$ cat src/include/coherent_fabric_params.svh
/*
  Register offsets, field positions and reset values for the coherent
  fabric control and status register bank.
  Assumes a 12-bit APB byte address and 32-bit data.
*/
// Functional notes
// - Suppress speculation if slave or master disables
// - Slave disable bits [20:16], reset zero
// - Master disable bits [2:0], reset zero
// - Non-secure speculation access needs grant bit
// - Grant register writable by secure only
// - Grant bit zero resets low, permits non-secure
// - Pending while enable change not applied
// - Pending while disabled port has outstanding snoops
// - Pending is status bit zero, read-only
// - Imprecise error sets per-interface sticky bit
// - Slave error bits at [20:16]
// - Master error bits at [2:0]
// - Writing one clears an error bit
// - Active-low fault interrupt while any error
// - Error register secure unless grant set
// - Global override disables all master speculation
`ifndef COHERENT_FABRIC_PARAMS_SVH
`define COHERENT_FABRIC_PARAMS_SVH

`define CF_OFF_SPEC 12'h000
`define CF_OFF_GRANT 12'h004
`define CF_OFF_STATUS 12'h008
`define CF_OFF_ERR 12'h00C
`define CF_OFF_OVRD 12'h010
`define CF_OFF_IRQ_STAT 12'h014
`define CF_OFF_IRQ_EN 12'h018
`define CF_OFF_IRQ_CLR 12'h01C

`define CF_SLV_LSB 16
`define CF_SLV_MSB 20
`define CF_MST_LSB 0
`define CF_MST_MSB 2
`define CF_GRANT_BIT 0
`define CF_PEND_BIT 0
`define CF_OVRD_SPEC_BIT 2
`define CF_IRQ_ERR_BIT 0
`define CF_IRQ_APPLIED_BIT 1
`define CF_PROT_NS_BIT 1

`define CF_RST_MASK 8'h00
`define CF_RST_GRANT 1'b0
`define CF_RST_IRQ 2'h0

`endif

$ cat src/include/coherent_fabric_pkg.sv
/*
  Shared types for the coherent fabric register bank.
  Assumes five slave and three master interfaces.
*/
package coherent_fabric_pkg;

  typedef struct packed {
    logic [4:0] slave;
    logic [2:0] master;
  } port_mask_t;

  typedef struct packed {
    logic valid;
    logic [2:0] slave;
    logic [1:0] master;
  } spec_query_t;

endpackage

$ cat src/coherent_fabric_ctrl_status_regs.sv
/*
  APB register bank: speculation gating, non-secure grant, enable update
  status, deferred error flags and interrupts.
  Assumes partner logic on sys_clk; pprot[1] high marks non-secure.
*/
`timescale 1ns/1ps
`include "coherent_fabric_params.svh"

module coherent_fabric_ctrl_status_regs #(
  parameter int ADDR_W = 12
) (
  input wire logic sys_clk,
  input wire logic resetn,
  input wire logic psel,
  input wire logic penable,
  input wire logic pwrite,
  input wire logic [ADDR_W-1:0] paddr,
  input wire logic [31:0] pwdata,
  input wire logic [3:0] pstrb,
  input wire logic [2:0] pprot,
  output logic pready,
  output logic [31:0] prdata,
  output logic pslverr,
  input wire logic snoopChangeInFlight,
  input wire logic [4:0] snoopPortDisabled,
  input wire logic [4:0] snoopPortOutstanding,
  input wire coherent_fabric_pkg::port_mask_t impreciseErr,
  input wire coherent_fabric_pkg::spec_query_t specQuery,
  output logic specRespValid,
  output logic specSuppress,
  output coherent_fabric_pkg::port_mask_t specDisabled,
  output logic fault_interrupt_low,
  output logic irq
);

  ////////////////////////////////////////////////////////////////////////
  // Decode

  function automatic logic hit(input logic [ADDR_W-1:0] a,
                               input logic [11:0] off);
    hit = (32'(a) == 32'(off));
  endfunction

  function automatic coherent_fabric_pkg::port_mask_t fieldsOf(
      input logic [31:0] w);
    fieldsOf.slave = w[`CF_SLV_MSB:`CF_SLV_LSB];
    fieldsOf.master = w[`CF_MST_MSB:`CF_MST_LSB];
  endfunction

  function automatic logic [31:0] wordOf(
      input coherent_fabric_pkg::port_mask_t m);
    wordOf = 32'h0000_0000;
    wordOf[`CF_SLV_MSB:`CF_SLV_LSB] = m.slave;
    wordOf[`CF_MST_MSB:`CF_MST_LSB] = m.master;
  endfunction

  function automatic logic offAt(input logic [4:0] v,
                                 input logic [2:0] i);
    offAt = 1'b1;
    for (int j = 0; j < 5; j++) begin
      if (i == 3'(j)) offAt = v[j];
    end
  endfunction

  coherent_fabric_pkg::port_mask_t specMask_q, specMask_d;
  coherent_fabric_pkg::port_mask_t errFlags_q, errFlags_d;
  coherent_fabric_pkg::port_mask_t specDis_q, specDis_d;
  logic grant_q, grant_d;
  logic ovrdSpec_q, ovrdSpec_d;
  logic pending_q, pending_d;
  logic [1:0] irqStat_q, irqStat_d, irqEn_q, irqEn_d;
  logic ready_q, ready_d, slvErr_q, slvErr_d;
  logic [31:0] rdata_q, rdata_d;
  logic irq_q, irq_d, fault_q, fault_d;
  logic respValid_q, suppress_q, suppress_d;

  wire logic nonSecure = pprot[`CF_PROT_NS_BIT];
  // Grant opens non-secure access to every gated register at once
  wire logic nsOk = ~nonSecure | grant_q;
  wire logic access = psel & penable;
  // One wait state keeps pready and prdata on flops
  wire logic accept = access & ready_q;

  wire logic hitSpec = hit(paddr, `CF_OFF_SPEC);
  wire logic hitGrant = hit(paddr, `CF_OFF_GRANT);
  wire logic hitStatus = hit(paddr, `CF_OFF_STATUS);
  wire logic hitErr = hit(paddr, `CF_OFF_ERR);
  wire logic hitOvrd = hit(paddr, `CF_OFF_OVRD);
  wire logic hitIrqStat = hit(paddr, `CF_OFF_IRQ_STAT);
  wire logic hitIrqEn = hit(paddr, `CF_OFF_IRQ_EN);
  wire logic hitIrqClr = hit(paddr, `CF_OFF_IRQ_CLR);
  wire logic mapped = hitSpec | hitGrant | hitStatus | hitErr | hitOvrd |
                      hitIrqStat | hitIrqEn | hitIrqClr;

  // Denied: unmapped, gated without grant, any non-secure override access, non-secure grant writes
  wire logic denied = ~mapped |
                      ((hitSpec | hitErr | hitIrqEn | hitIrqClr |
                        hitIrqStat) & ~nsOk) |
                      (hitOvrd & nonSecure) |
                      (hitGrant & pwrite & nonSecure);

  wire logic [31:0] byteMask = {{8{pstrb[3]}}, {8{pstrb[2]}},
                                {8{pstrb[1]}}, {8{pstrb[0]}}};
  wire logic [31:0] wmask = pwdata & byteMask;
  wire logic wrOk = accept & pwrite & ~denied;

  ////////////////////////////////////////////////////////////////////////
  // Control registers

  // Only defined field bits are stored; reserved bits never hold state
  wire coherent_fabric_pkg::port_mask_t specKeep = fieldsOf(~byteMask);
  wire coherent_fabric_pkg::port_mask_t specNew = fieldsOf(wmask);
  assign specMask_d = (wrOk && hitSpec) ?
                      ((specMask_q & specKeep) | specNew) :
                      specMask_q;
  assign grant_d = (wrOk && hitGrant && pstrb[0]) ?
                   pwdata[`CF_GRANT_BIT] : grant_q;
  assign ovrdSpec_d = (wrOk && hitOvrd && pstrb[0]) ?
                      pwdata[`CF_OVRD_SPEC_BIT] : ovrdSpec_q;
  assign irqEn_d = (wrOk && hitIrqEn && pstrb[0]) ?
                   pwdata[1:0] : irqEn_q;

  ////////////////////////////////////////////////////////////////////////
  // Status and errors

  // Write to status is accepted but has no effect
  assign pending_d = snoopChangeInFlight |
                     |(snoopPortDisabled & snoopPortOutstanding);

  wire coherent_fabric_pkg::port_mask_t errClr =
      (wrOk && hitErr) ? fieldsOf(wmask) : '0;
  // New error beats a clearing write in the same cycle
  assign errFlags_d = (errFlags_q & ~errClr) | impreciseErr;
  assign fault_d = ~|errFlags_d;

  wire logic [1:0] irqEvt = {pending_q & ~pending_d, |impreciseErr};
  wire logic [1:0] irqClr = (wrOk && hitIrqClr && pstrb[0]) ?
                            pwdata[1:0] : 2'h0;
  assign irqStat_d = (irqStat_q & ~irqClr) | irqEvt;
  assign irq_d = |(irqStat_d & irqEn_d);

  ////////////////////////////////////////////////////////////////////////
  // Speculation gating

  genvar gi;
  generate
    for (gi = 0; gi < 3; gi++) begin : gMaster
      assign specDis_d.master[gi] = specMask_d.master[gi] |
                                    ovrdSpec_d;
    end
  endgenerate
  assign specDis_d.slave = specMask_d.slave;

  // Out-of-range port numbers read as disabled, so queries fail safe
  wire logic slvOff = offAt(specDis_q.slave, specQuery.slave);
  wire logic mstOff = offAt({2'h3, specDis_q.master},
                            {1'h0, specQuery.master});
  assign suppress_d = specQuery.valid & (slvOff | mstOff);

  ////////////////////////////////////////////////////////////////////////
  // Read path

  wire logic [31:0] readMux =
      hitSpec ? wordOf(specMask_q) :
      hitGrant ? {31'h0, grant_q} :
      hitStatus ? {31'h0, pending_q} :
      hitErr ? wordOf(errFlags_q) :
      hitOvrd ? {29'h0, ovrdSpec_q, 2'h0} :
      hitIrqStat ? {30'h0, irqStat_q} :
      hitIrqEn ? {30'h0, irqEn_q} : 32'h0000_0000;

  assign ready_d = access & ~ready_q;
  assign slvErr_d = ready_d & denied;
  assign rdata_d = (ready_d & ~pwrite & ~denied) ? readMux : 32'h0;

  ////////////////////////////////////////////////////////////////////////
  // Flops

  always_ff @(posedge sys_clk or negedge resetn) begin
    if (!resetn) begin
      specMask_q <= `CF_RST_MASK;
      errFlags_q <= `CF_RST_MASK;
      specDis_q <= `CF_RST_MASK;
      grant_q <= `CF_RST_GRANT;
      ovrdSpec_q <= 1'b0;
      pending_q <= 1'b0;
      irqStat_q <= `CF_RST_IRQ;
      irqEn_q <= `CF_RST_IRQ;
    end else begin
      specMask_q <= specMask_d;
      errFlags_q <= errFlags_d;
      specDis_q <= specDis_d;
      grant_q <= grant_d;
      ovrdSpec_q <= ovrdSpec_d;
      pending_q <= pending_d;
      irqStat_q <= irqStat_d;
      irqEn_q <= irqEn_d;
    end
  end

  always_ff @(posedge sys_clk or negedge resetn) begin
    if (!resetn) begin
      ready_q <= 1'b0;
      slvErr_q <= 1'b0;
      rdata_q <= 32'h0000_0000;
      irq_q <= 1'b0;
      fault_q <= 1'b1;
      respValid_q <= 1'b0;
      suppress_q <= 1'b0;
    end else begin
      ready_q <= ready_d;
      slvErr_q <= slvErr_d;
      rdata_q <= rdata_d;
      irq_q <= irq_d;
      fault_q <= fault_d;
      respValid_q <= specQuery.valid;
      suppress_q <= suppress_d;
    end
  end

  assign pready = ready_q;
  assign pslverr = slvErr_q;
  assign prdata = rdata_q;
  assign irq = irq_q;
  assign fault_interrupt_low = fault_q;
  assign specRespValid = respValid_q;
  assign specSuppress = suppress_q;
  assign specDisabled = specDis_q;
endmodule // coherent_fabric_ctrl_status_regs

$ cat config.mk
export PLATFORM = sky130hd
export DESIGN_NAME = coherent_fabric_ctrl_status_regs
export DESIGN_NICKNAME = d
export VERILOG_FILES = /design/src/include/coherent_fabric_pkg.sv /design/src/coherent_fabric_ctrl_status_regs.sv
export VERILOG_INCLUDE_DIRS = /design/src /design/src/include
export SDC_FILE = /design/constraint.sdc
export NUM_CORES = 1
export LEC_CHECK = 0
export CAP_MARGIN = 20
export CORE_UTILIZATION = 63
export DETAILED_ROUTE_END_ITERATION = 10
export DONT_BUFFER_PORTS = 1
export PLACE_DENSITY = 0.78
export SYNTH_ARGS = -nofsm -noshare
export SYNTH_HDL_FRONTEND = slang
export SYNTH_SLANG_ARGS = --single-unit
$ cat constraint.sdc
create_clock -name sys_clk -period 2.6 [get_ports sys_clk]
set_clock_uncertainty 0.1 [all_clocks]
set_input_delay 0.13 -clock sys_clk [delete_from_list [all_inputs] [get_ports sys_clk]]
set_output_delay 0.13 -clock sys_clk [all_outputs]
set_load 0.005 [all_outputs]
Word level (Yosys, flattened, before mapping)
Cells that the tools add are included.

Latch bits: 0. Bits of input ports: 81. RAM bits: 0. Word-level logic and storage cells: 124. Bits in read-only memories: 0. Register bits: 53. Memories: 0. Output and inout bits: 46.

Bitwise gates (word level): 53. Equality and inequality tests: 14. $lt $le $gt $ge: 0. Multiplexer cells: 22. Add/sub/neg operators: 0. Div/mod/pow operators: 0. Reductions and logical operators: 18. Shift-type cells: 0. Multiply operators: 0.

Operators with widths (number): 21-bit 2-to-1 mux (5); 12-bit by 5-bit equality test with 1-bit output (second input constant) (4); 12-bit by 4-bit equality test with 1-bit output (second input constant) (2); 21-bit bitwise AND (1); 21-bit inverter (1); 1-bit OR (20); 8-bit bitwise AND (2); 8-bit OR (2); 8-bit OR reduction (2); 1-bit bitwise AND (14); 12-bit by 3-bit equality test with 1-bit output (second input constant) (1); 12-bit logical NOT (1); 1-bit logical AND (10); 1-bit 2-to-1 mux (10); 2-bit 2-to-1 mux (4); 8-bit 2-to-1 mux (1); 8-bit inverter (1); 1-bit inverter (7); 3-bit by 2-bit equality test with 1-bit output (second input constant) (2); 3-bit 2-to-1 mux (2); 5-bit bitwise AND (1); 5-bit OR reduction (1); 2-bit bitwise AND (2); 2-bit equality test (second input constant) (2); 9 further kinds (9).

Longest topological paths before layout
Gate-level depths: netlist of run 1.

Depth after elaboration: 22. Depth in mapped cells: 8. Mapped depth without buffers: 6.

Least setup slack after synthesis of run 1
No wires, ideal clock.

Path type: input port to flip-flop. From: input port paddr[9]. To: register specDis_q, in the netlist specDisabled[0]. Slack: 0.695 ns. Arrival time: 1.676 ns. Cell stages on the path: 6. Required time: 2.371 ns. Library setup time: 0.129 ns. Buffers on the path: 0. Cells stage by stage: nor4_4 nand4b_2 nor3_4 nor4b_4 mux2_2 nand2b_1.

RTL lines: start, declared (RTL line coherent_fabric_ctrl_status_regs.sv:17) `input wire logic [ADDR_W-1:0] paddr,`; end signal, assigned (RTL line coherent_fabric_ctrl_status_regs.sv:183) `` specDis_q <= `CF_RST_MASK; ``; end signal, assigned (RTL line coherent_fabric_ctrl_status_regs.sv:192) `specDis_q <= specDis_d;`; end, declared (RTL line coherent_fabric_ctrl_status_regs.sv:67) `coherent_fabric_pkg::port_mask_t specDis_q, specDis_d;`.

Worst setup path after layout of run 1
From: register ready_q (netlist: pready). To: register grant_q.

Longest elaborated chain between the ends: 5.

RTL lines: start, declared (RTL line coherent_fabric_ctrl_status_regs.sv:72) `logic ready_q, ready_d, slvErr_q, slvErr_d;`; start signal, assigned (RTL line coherent_fabric_ctrl_status_regs.sv:211) `ready_q <= ready_d;`; 1-bit bitwise AND (RTL line coherent_fabric_ctrl_status_regs.sv:82) `wire logic accept = access & ready_q;`; 1-bit bitwise AND (2 in series) (RTL line coherent_fabric_ctrl_status_regs.sv:105) `wire logic wrOk = accept & pwrite & ~denied;`; 1-bit logical AND (2 in series) (RTL line coherent_fabric_ctrl_status_regs.sv:116) `assign grant_d = (wrOk && hitGrant && pstrb[0]) ?`; end signal, assigned (RTL line coherent_fabric_ctrl_status_regs.sv:184) `` grant_q <= `CF_RST_GRANT; ``; end signal, assigned (RTL line coherent_fabric_ctrl_status_regs.sv:193) `grant_q <= grant_d;`; end, declared (RTL line coherent_fabric_ctrl_status_regs.sv:68) `logic grant_q, grant_d;`.

Every way passes these cells. A chain may end at the register's enable or synchronous reset.

==> reports/results.ini, run 1 <==
[status]
status=completed

[final_layout]
num-fill-cells=223
drive_above_1_share_pct=14.9
n_antenna_cell=0
layout_common_cells=dfrtp_1, dlygate4sd3_1, conb_1, nor2_1
fin_nets=329
syn_to_final_growth_pct=17.4
final_cell_count_no_fill=295
final_common_cell=dfrtp_1
fin_util_pct=77.8

[clock_network]
cts_buffers=5
tritoncts=built
clock_latency_ns=0.36
cts.sink_count=40
clk_pin_slew_ns=0.12
cts_root_buf=clkbuf_4
h-tree-depth=2
cts_buffer_depth=2

[pwr]
leakage_nw=1.13
irDropWorstVdd_mv=0.400
power_density_nw_per_um2=452

[timing]
clock.fmax_mhz=411
rsz0062_at_grt=false
hold_violations=0
tns_ns=0
slew_violations=0
finalCritPeriodShare_pct=93.5
post-route-min-period_ns=2.43
finalSetupViolations=0
whs_ns=0.0331

[grt]
met2_usage_pct=44.7
use_met3_pct=9.87
grt_pass1_wl_um=7580
grt_max_degree=41
grt_usage_pct=28.5
gr-total-overflow=0
grt_pass1_vias=1629
grt_busiest_layer=met2
grtUsageMet1_pct=36.6
antenna_found_initial=0

[synth]
seq_area_frac_synth_pct=45.3
syn_inst=211
synthFlopType=dfrtp_1
synth_edf_count=0
async_flop_share_pct=100
avgSynthCellArea_um2=10.5
ys_ff_latch=40
ys_types=48
netlist_area_um2=2210
yosysWarningCount=0

[routing]
vias=1692
via_per_inst=5.74
firstDrtPassIters=4
wl_per_cell_um=16.7
drt-initial-drc-count=95
ant_nets=0
drc=0
routed_wl_um=4940

[floorplan]
start_util_pct=66.3
die_x_um=61.3
fp-row-count=21
io_pins=127
die_y_um=61.3
core-area_um2=3340
die-area_um2=3750

[placed_design]
place_inst=248
place.gp.congestion=0.842
dp_hpwl_um=3410
port_buffers=0

[worst_setup_path]
worst-endpoint-required_ns=2.74
path_max_fanout=6
critPathCaptureType=flip-flop
arrival_ns=2.58
crit_type=flip-flop to flip-flop
start_kind=flip-flop

[hold_path]
hold_path_class=input port to flip-flop

[flow_run]
drv_cap=0

==> worst max-delay path, cell delays in order, from the launching register on <==
cell	delay (ns)
dfrtp_1	0.39
nand2_1	0.06
nor2_1	0.22
and2_2	0.26
nand2_1	0.08
nor4b_1	0.30
mux2_2	0.36
dlygate4sd3_1	0.55
==> Yosys cell counts (all sizes together), types with 2 or more instances <==
library cell / count / share of area, %
a21boi: 2 / 0.68
a21o: 7 / 2.4
a21oi: 5 / 1.1
a221oi: 2 / 0.79
a22oi: 9 / 3.1
and2: 2 / 0.57
and3: 3 / 1.1
buf: 33 / 12
dfrtp: 39 / 44
inv: 12 / 2.0
mux2: 11 / 5.8
mux2i: 4 / 1.8
nand2: 11 / 1.9
nand2b: 3 / 0.85
nand3: 6 / 1.4
nand4: 5 / 1.4
nor2: 17 / 2.9
nor2b: 2 / 0.57
nor3: 7 / 2.1
nor4: 7 / 2.9
nor4b: 2 / 1.5
o21ai: 2 / 0.45
o22ai: 3 / 0.85
or2: 2 / 0.57
==> worst paths after layout <==
kind	start	end	slack, ns	cells past startpoint
max	pready$_DFF_PN0_	grant_q$_DFFE_PN0P_	0.17	7
min	pwrite	prdata[18]$_DFF_PN0_	0.03	3
max reg2reg	pready$_DFF_PN0_	grant_q$_DFFE_PN0P_	0.17	7
min reg2reg	errFlags_q[4]$_DFF_PN0_	prdata[17]$_DFF_PN0_	0.45	2
max in group asynchronous	resetn	fault_interrupt_low$_DFF_PN1_	2.03	2
min in group asynchronous	resetn	asynchronous set/reset pin	0.13	2
==> stage by stage <==
stage | area [um^2] | total power, mW | setup WS, ns
detailed placement | 2110 | 0.689 | 0.548
global route | 2600 | 1.23 | 0.0205
finish | 2600 | 1.17 | 0.169
floorplan | 2300 | 0.718 | 0.695
CTS | 2590 | 1.18 | 0.0273
global placement | 2110 | 0.688 | 0.582
==> cell families after synthesis <==
family,count (synthesis),synth area share [%]
compound gates,39,13.9
buf+inv,45,13.6
simple gates,71,19.5
other cells,1,0.170
mux,15,7.58
flops,40,45.3
==> report_power, final <==
group          switching, mW  leakage (nW)  internal, mW  total [mW]
Combinational         0.0550         0.592        0.0523       0.107
Sequential           0.00263         0.493         0.627       0.629
Clock                  0.208        0.0484         0.230       0.438
==> per-layer routing <==
| metal | vias to the layer above | routed length (um) |
|---|---|---|
| met1 | 814 | 1940 |
| met5 | - | 0 |
| met2 | 94 | 2500 |
| li1 | 777 | - |
| met3 | 7 | 431 |
| met4 | 0 | 69 |
==> what timing repair did <==
item | in CTS | in global routing
setup buffers | 0 | 1
hold buffers | 38 | 0
resized for setup | 0 | 2
setup endpoints to repair | 0 | 1
endpoints found under the hold margin | 73 | 0
==> cell type report <==
class | instances | area, um^2 | area share (%)
flip-flops and latches | 40 | 1000 | 38.6
clock buffers | 6 | 51.3 | 1.97
well taps | 46 | 57.6 | 2.22
inverters | 12 | 45.0 | 1.73
multi-input cells | 149 | 997 | 38.4
clock inverters | 2 | 38.8 | 1.49
repair buffers | 40 | 405 | 15.6
Power figures use the tool's default switching activity.
==> inputs of run 2 (changes only) <==
--- a/config.mk
+++ b/config.mk
@@ -6,11 +6,14 @@
 export SDC_FILE = /design/constraint.sdc
 export NUM_CORES = 1
 export LEC_CHECK = 0
+export ABC_CLOCK_PERIOD_IN_PS = 2600
 export CAP_MARGIN = 20
-export CORE_UTILIZATION = 63
+export CELL_PAD_IN_SITES_DETAIL_PLACEMENT = 0
+export CELL_PAD_IN_SITES_GLOBAL_PLACEMENT = 1
+export CORE_UTILIZATION = 45
 export DETAILED_ROUTE_END_ITERATION = 10
 export DONT_BUFFER_PORTS = 1
-export PLACE_DENSITY = 0.78
+export PLACE_DENSITY = 0.77
 export SYNTH_ARGS = -nofsm -noshare
 export SYNTH_HDL_FRONTEND = slang
 export SYNTH_SLANG_ARGS = --single-unit
==> reports/results.ini, run 2 (synthesized netlist as in run 1, its figures left out) <==
[status]
status=completed  ; unchanged

[final_layout]
num-fill-cells=429  ; was 223
multi_input_area_um2=996  ; was 997 um^2
fin_nets=325  ; was 329
n_antenna_cell=0  ; unchanged
drive_above_1_share_pct=14.3  ; was 14.9%
layout_common_cells=dfrtp_1, dlygate4sd3_1, conb_1, nor2_1  ; unchanged
final_common_cell=dfrtp_1  ; unchanged
syn_to_final_growth_pct=18.3  ; was 17.4%
regArea_um2=1000  ; unchanged

[floorplan]
die_y_um=72.1  ; was 61.3 um
die_x_um=72.1  ; was 61.3 um
io_pins=127  ; unchanged
start_util_pct=46.8  ; was 66.3%
core-area_um2=4720  ; was 3340 um^2
fp-row-count=25  ; was 21
die-area_um2=5200  ; was 3750 um^2

[hold_path]
hold_path_class=input port to flip-flop  ; unchanged

[routing]
vias=1631  ; was 1692
drt-initial-drc-count=82  ; was 95
drc=0  ; unchanged
ant_nets=0  ; unchanged
routed_wl_um=4950  ; was 4940 um
wl_per_cell_um=15.9  ; was 16.7 um
firstDrtPassIters=4  ; unchanged
via_per_inst=5.23  ; was 5.74

[worst_setup_path]
critPathCaptureType=flip-flop  ; unchanged
worst-endpoint-required_ns=2.70  ; was 2.74 ns
arrival_ns=2.49  ; was 2.58 ns
crit_type=flip-flop to flip-flop  ; unchanged
path_max_fanout=9  ; was 6
start_kind=flip-flop  ; unchanged
timing.reg2reg.setup_slack_ns=0.21  ; was 0.17 ns

[pwr]
power_density_nw_per_um2=486  ; was 452 nW/um^2
swShare_pct=22.2  ; was 22.6%
pwr-share-seq_pct=49.4  ; was 53.6%
leakage_nw=1.13  ; about the same
power_mw=1.27  ; was 1.17 mW
combinationalPowerShare_pct=7.9  ; was 9.1%
power_switching_mw=0.282  ; was 0.265 mW
p_clk_share_pct=42.7  ; was 37.3%
internal_power_mw=0.990  ; was 0.909 mW
irDropWorstVdd_mv=0.205  ; was 0.400 mV

[timing]
post-route-min-period_ns=2.39  ; was 2.43 ns
finalCritPeriodShare_pct=92.1  ; was 93.5%
rsz0062_at_grt=false  ; unchanged
clock.fmax_mhz=418  ; was 411 MHz
setup_slack_ns=0.206  ; was 0.169 ns
slew_violations=0  ; unchanged
finalSetupViolations=0  ; unchanged
hold_violations=0  ; unchanged
tns_ns=0  ; unchanged

[clock_network]
cts.sink_count=40  ; unchanged
h-tree-depth=2  ; unchanged
tritoncts=built  ; unchanged
clk_pin_slew_ns=0.09  ; was 0.12 ns
cts_resized=0  ; unchanged
clock_latency_ns=0.30  ; was 0.36 ns
cts_buffers=5  ; unchanged
cts_root_buf=clkbuf_8  ; was clkbuf_4
cts_buffer_depth=2  ; unchanged

[grt]
grt_pass1_wl_um=7610  ; was 7580 um
grt_pass1_vias=1553  ; was 1629
grt_max_degree=41  ; unchanged
gr-total-overflow=0  ; unchanged
grt_usage_pct=19.3  ; was 28.5%
antenna_found_initial=0  ; unchanged

[placed_design]
pre_cts_ws_ns=0.519  ; was 0.548 ns
place.gp.congestion=0.812  ; was 0.842
port_buffers=0  ; unchanged
dp_hpwl_um=3400  ; was 3410 um

[flow_run]
drv_cap=0  ; unchanged

==> run 2: cell count changes in the layout (fill, tap and decap cells not counted), sizes merged <==
cell / before / now
dlygate4sd3: 37 / 34
buf: 3 / 2
==> run 2: path summary, 6_finish.rpt <==
path / from / endpoint / cells past startpoint
worst max register to register: grant_q$_DFFE_PN0P_ / fault_interrupt_low$_DFF_PN1_ / 6
worst max-delay path: grant_q$_DFFE_PN0P_ / fault_interrupt_low$_DFF_PN1_ / 6
worst min register to register: specMask_q[2]$_DFF_PN0_ / specMask_q[2]$_DFF_PN0_ / 1
min in group asynchronous: resetn / errFlags_q[7]$_DFF_PN0_ / 2
worst min-delay path: impreciseErr[3] / fault_interrupt_low$_DFF_PN1_ / 3
max in group asynchronous: resetn / fault_interrupt_low$_DFF_PN1_ / 2
==> run 2: final cells by class <==
type,count,share of cell area (%)
flip-flops and latches,40,38.3
multi-input cells,149,38.1
repair buffers,36,14.1
well taps,67,3.20
clock buffers,6,3.16
inverters,12,1.72
clock inverters,2,1.48
==> run 2: power groups by stage <==
| stage | registers (mW) | clock network, mW | logic [mW] |
|---|---|---|---|
| after global routing | 0.630 | 0.582 | 0.112 |
| after floorplan | 0.641 | 0 | 0.0768 |
| after CTS | 0.629 | 0.543 | 0.100 |
| after detailed placement | 0.642 | 0 | 0.0472 |
| after global placement | 0.641 | 0 | 0.0471 |
| final | 0.629 | 0.543 | 0.100 |
==> run 2: timing repair <==
action | in CTS | in global routing
setup buffers | 0 | 0
endpoints found under the hold margin | 72 | 0
hold buffers | 35 | 0
==> run 2: worst max-delay path, cell delays in order (launching register included) <==
cell and delay [ns]:
dfrtp_1 0.40, a211oi_2 0.12, o31ai_4 0.45, nand3_1 0.13, a21o_1 0.19, dlygate4sd3_1 0.58
nor4_1 0.33
==> run 2: metrics by stage <==
step	util [%]	hold WS (ns)	std cells	cell area, um^2
global placement	45.2	-0.265	269	2130
finish	55.4	0.00555	312	2620
CTS	55.4	0.00833	312	2620
global route	55.4	0.0137	312	2620
floorplan	-	-0.266	234	2300
detailed placement	45.2	-0.265	269	2130
==> run 2: metal layers <==
metal | global-route usage, % | vias up | part of all wire, %
met1 | 23.0 | 788 | 43
met5 | 0 | - | 0
li1 | - | 772 | -
met2 | 33.5 | 63 | 50
met3 | 5.83 | 8 | 6.0
met4 | 5.66 | 0 | 1.3
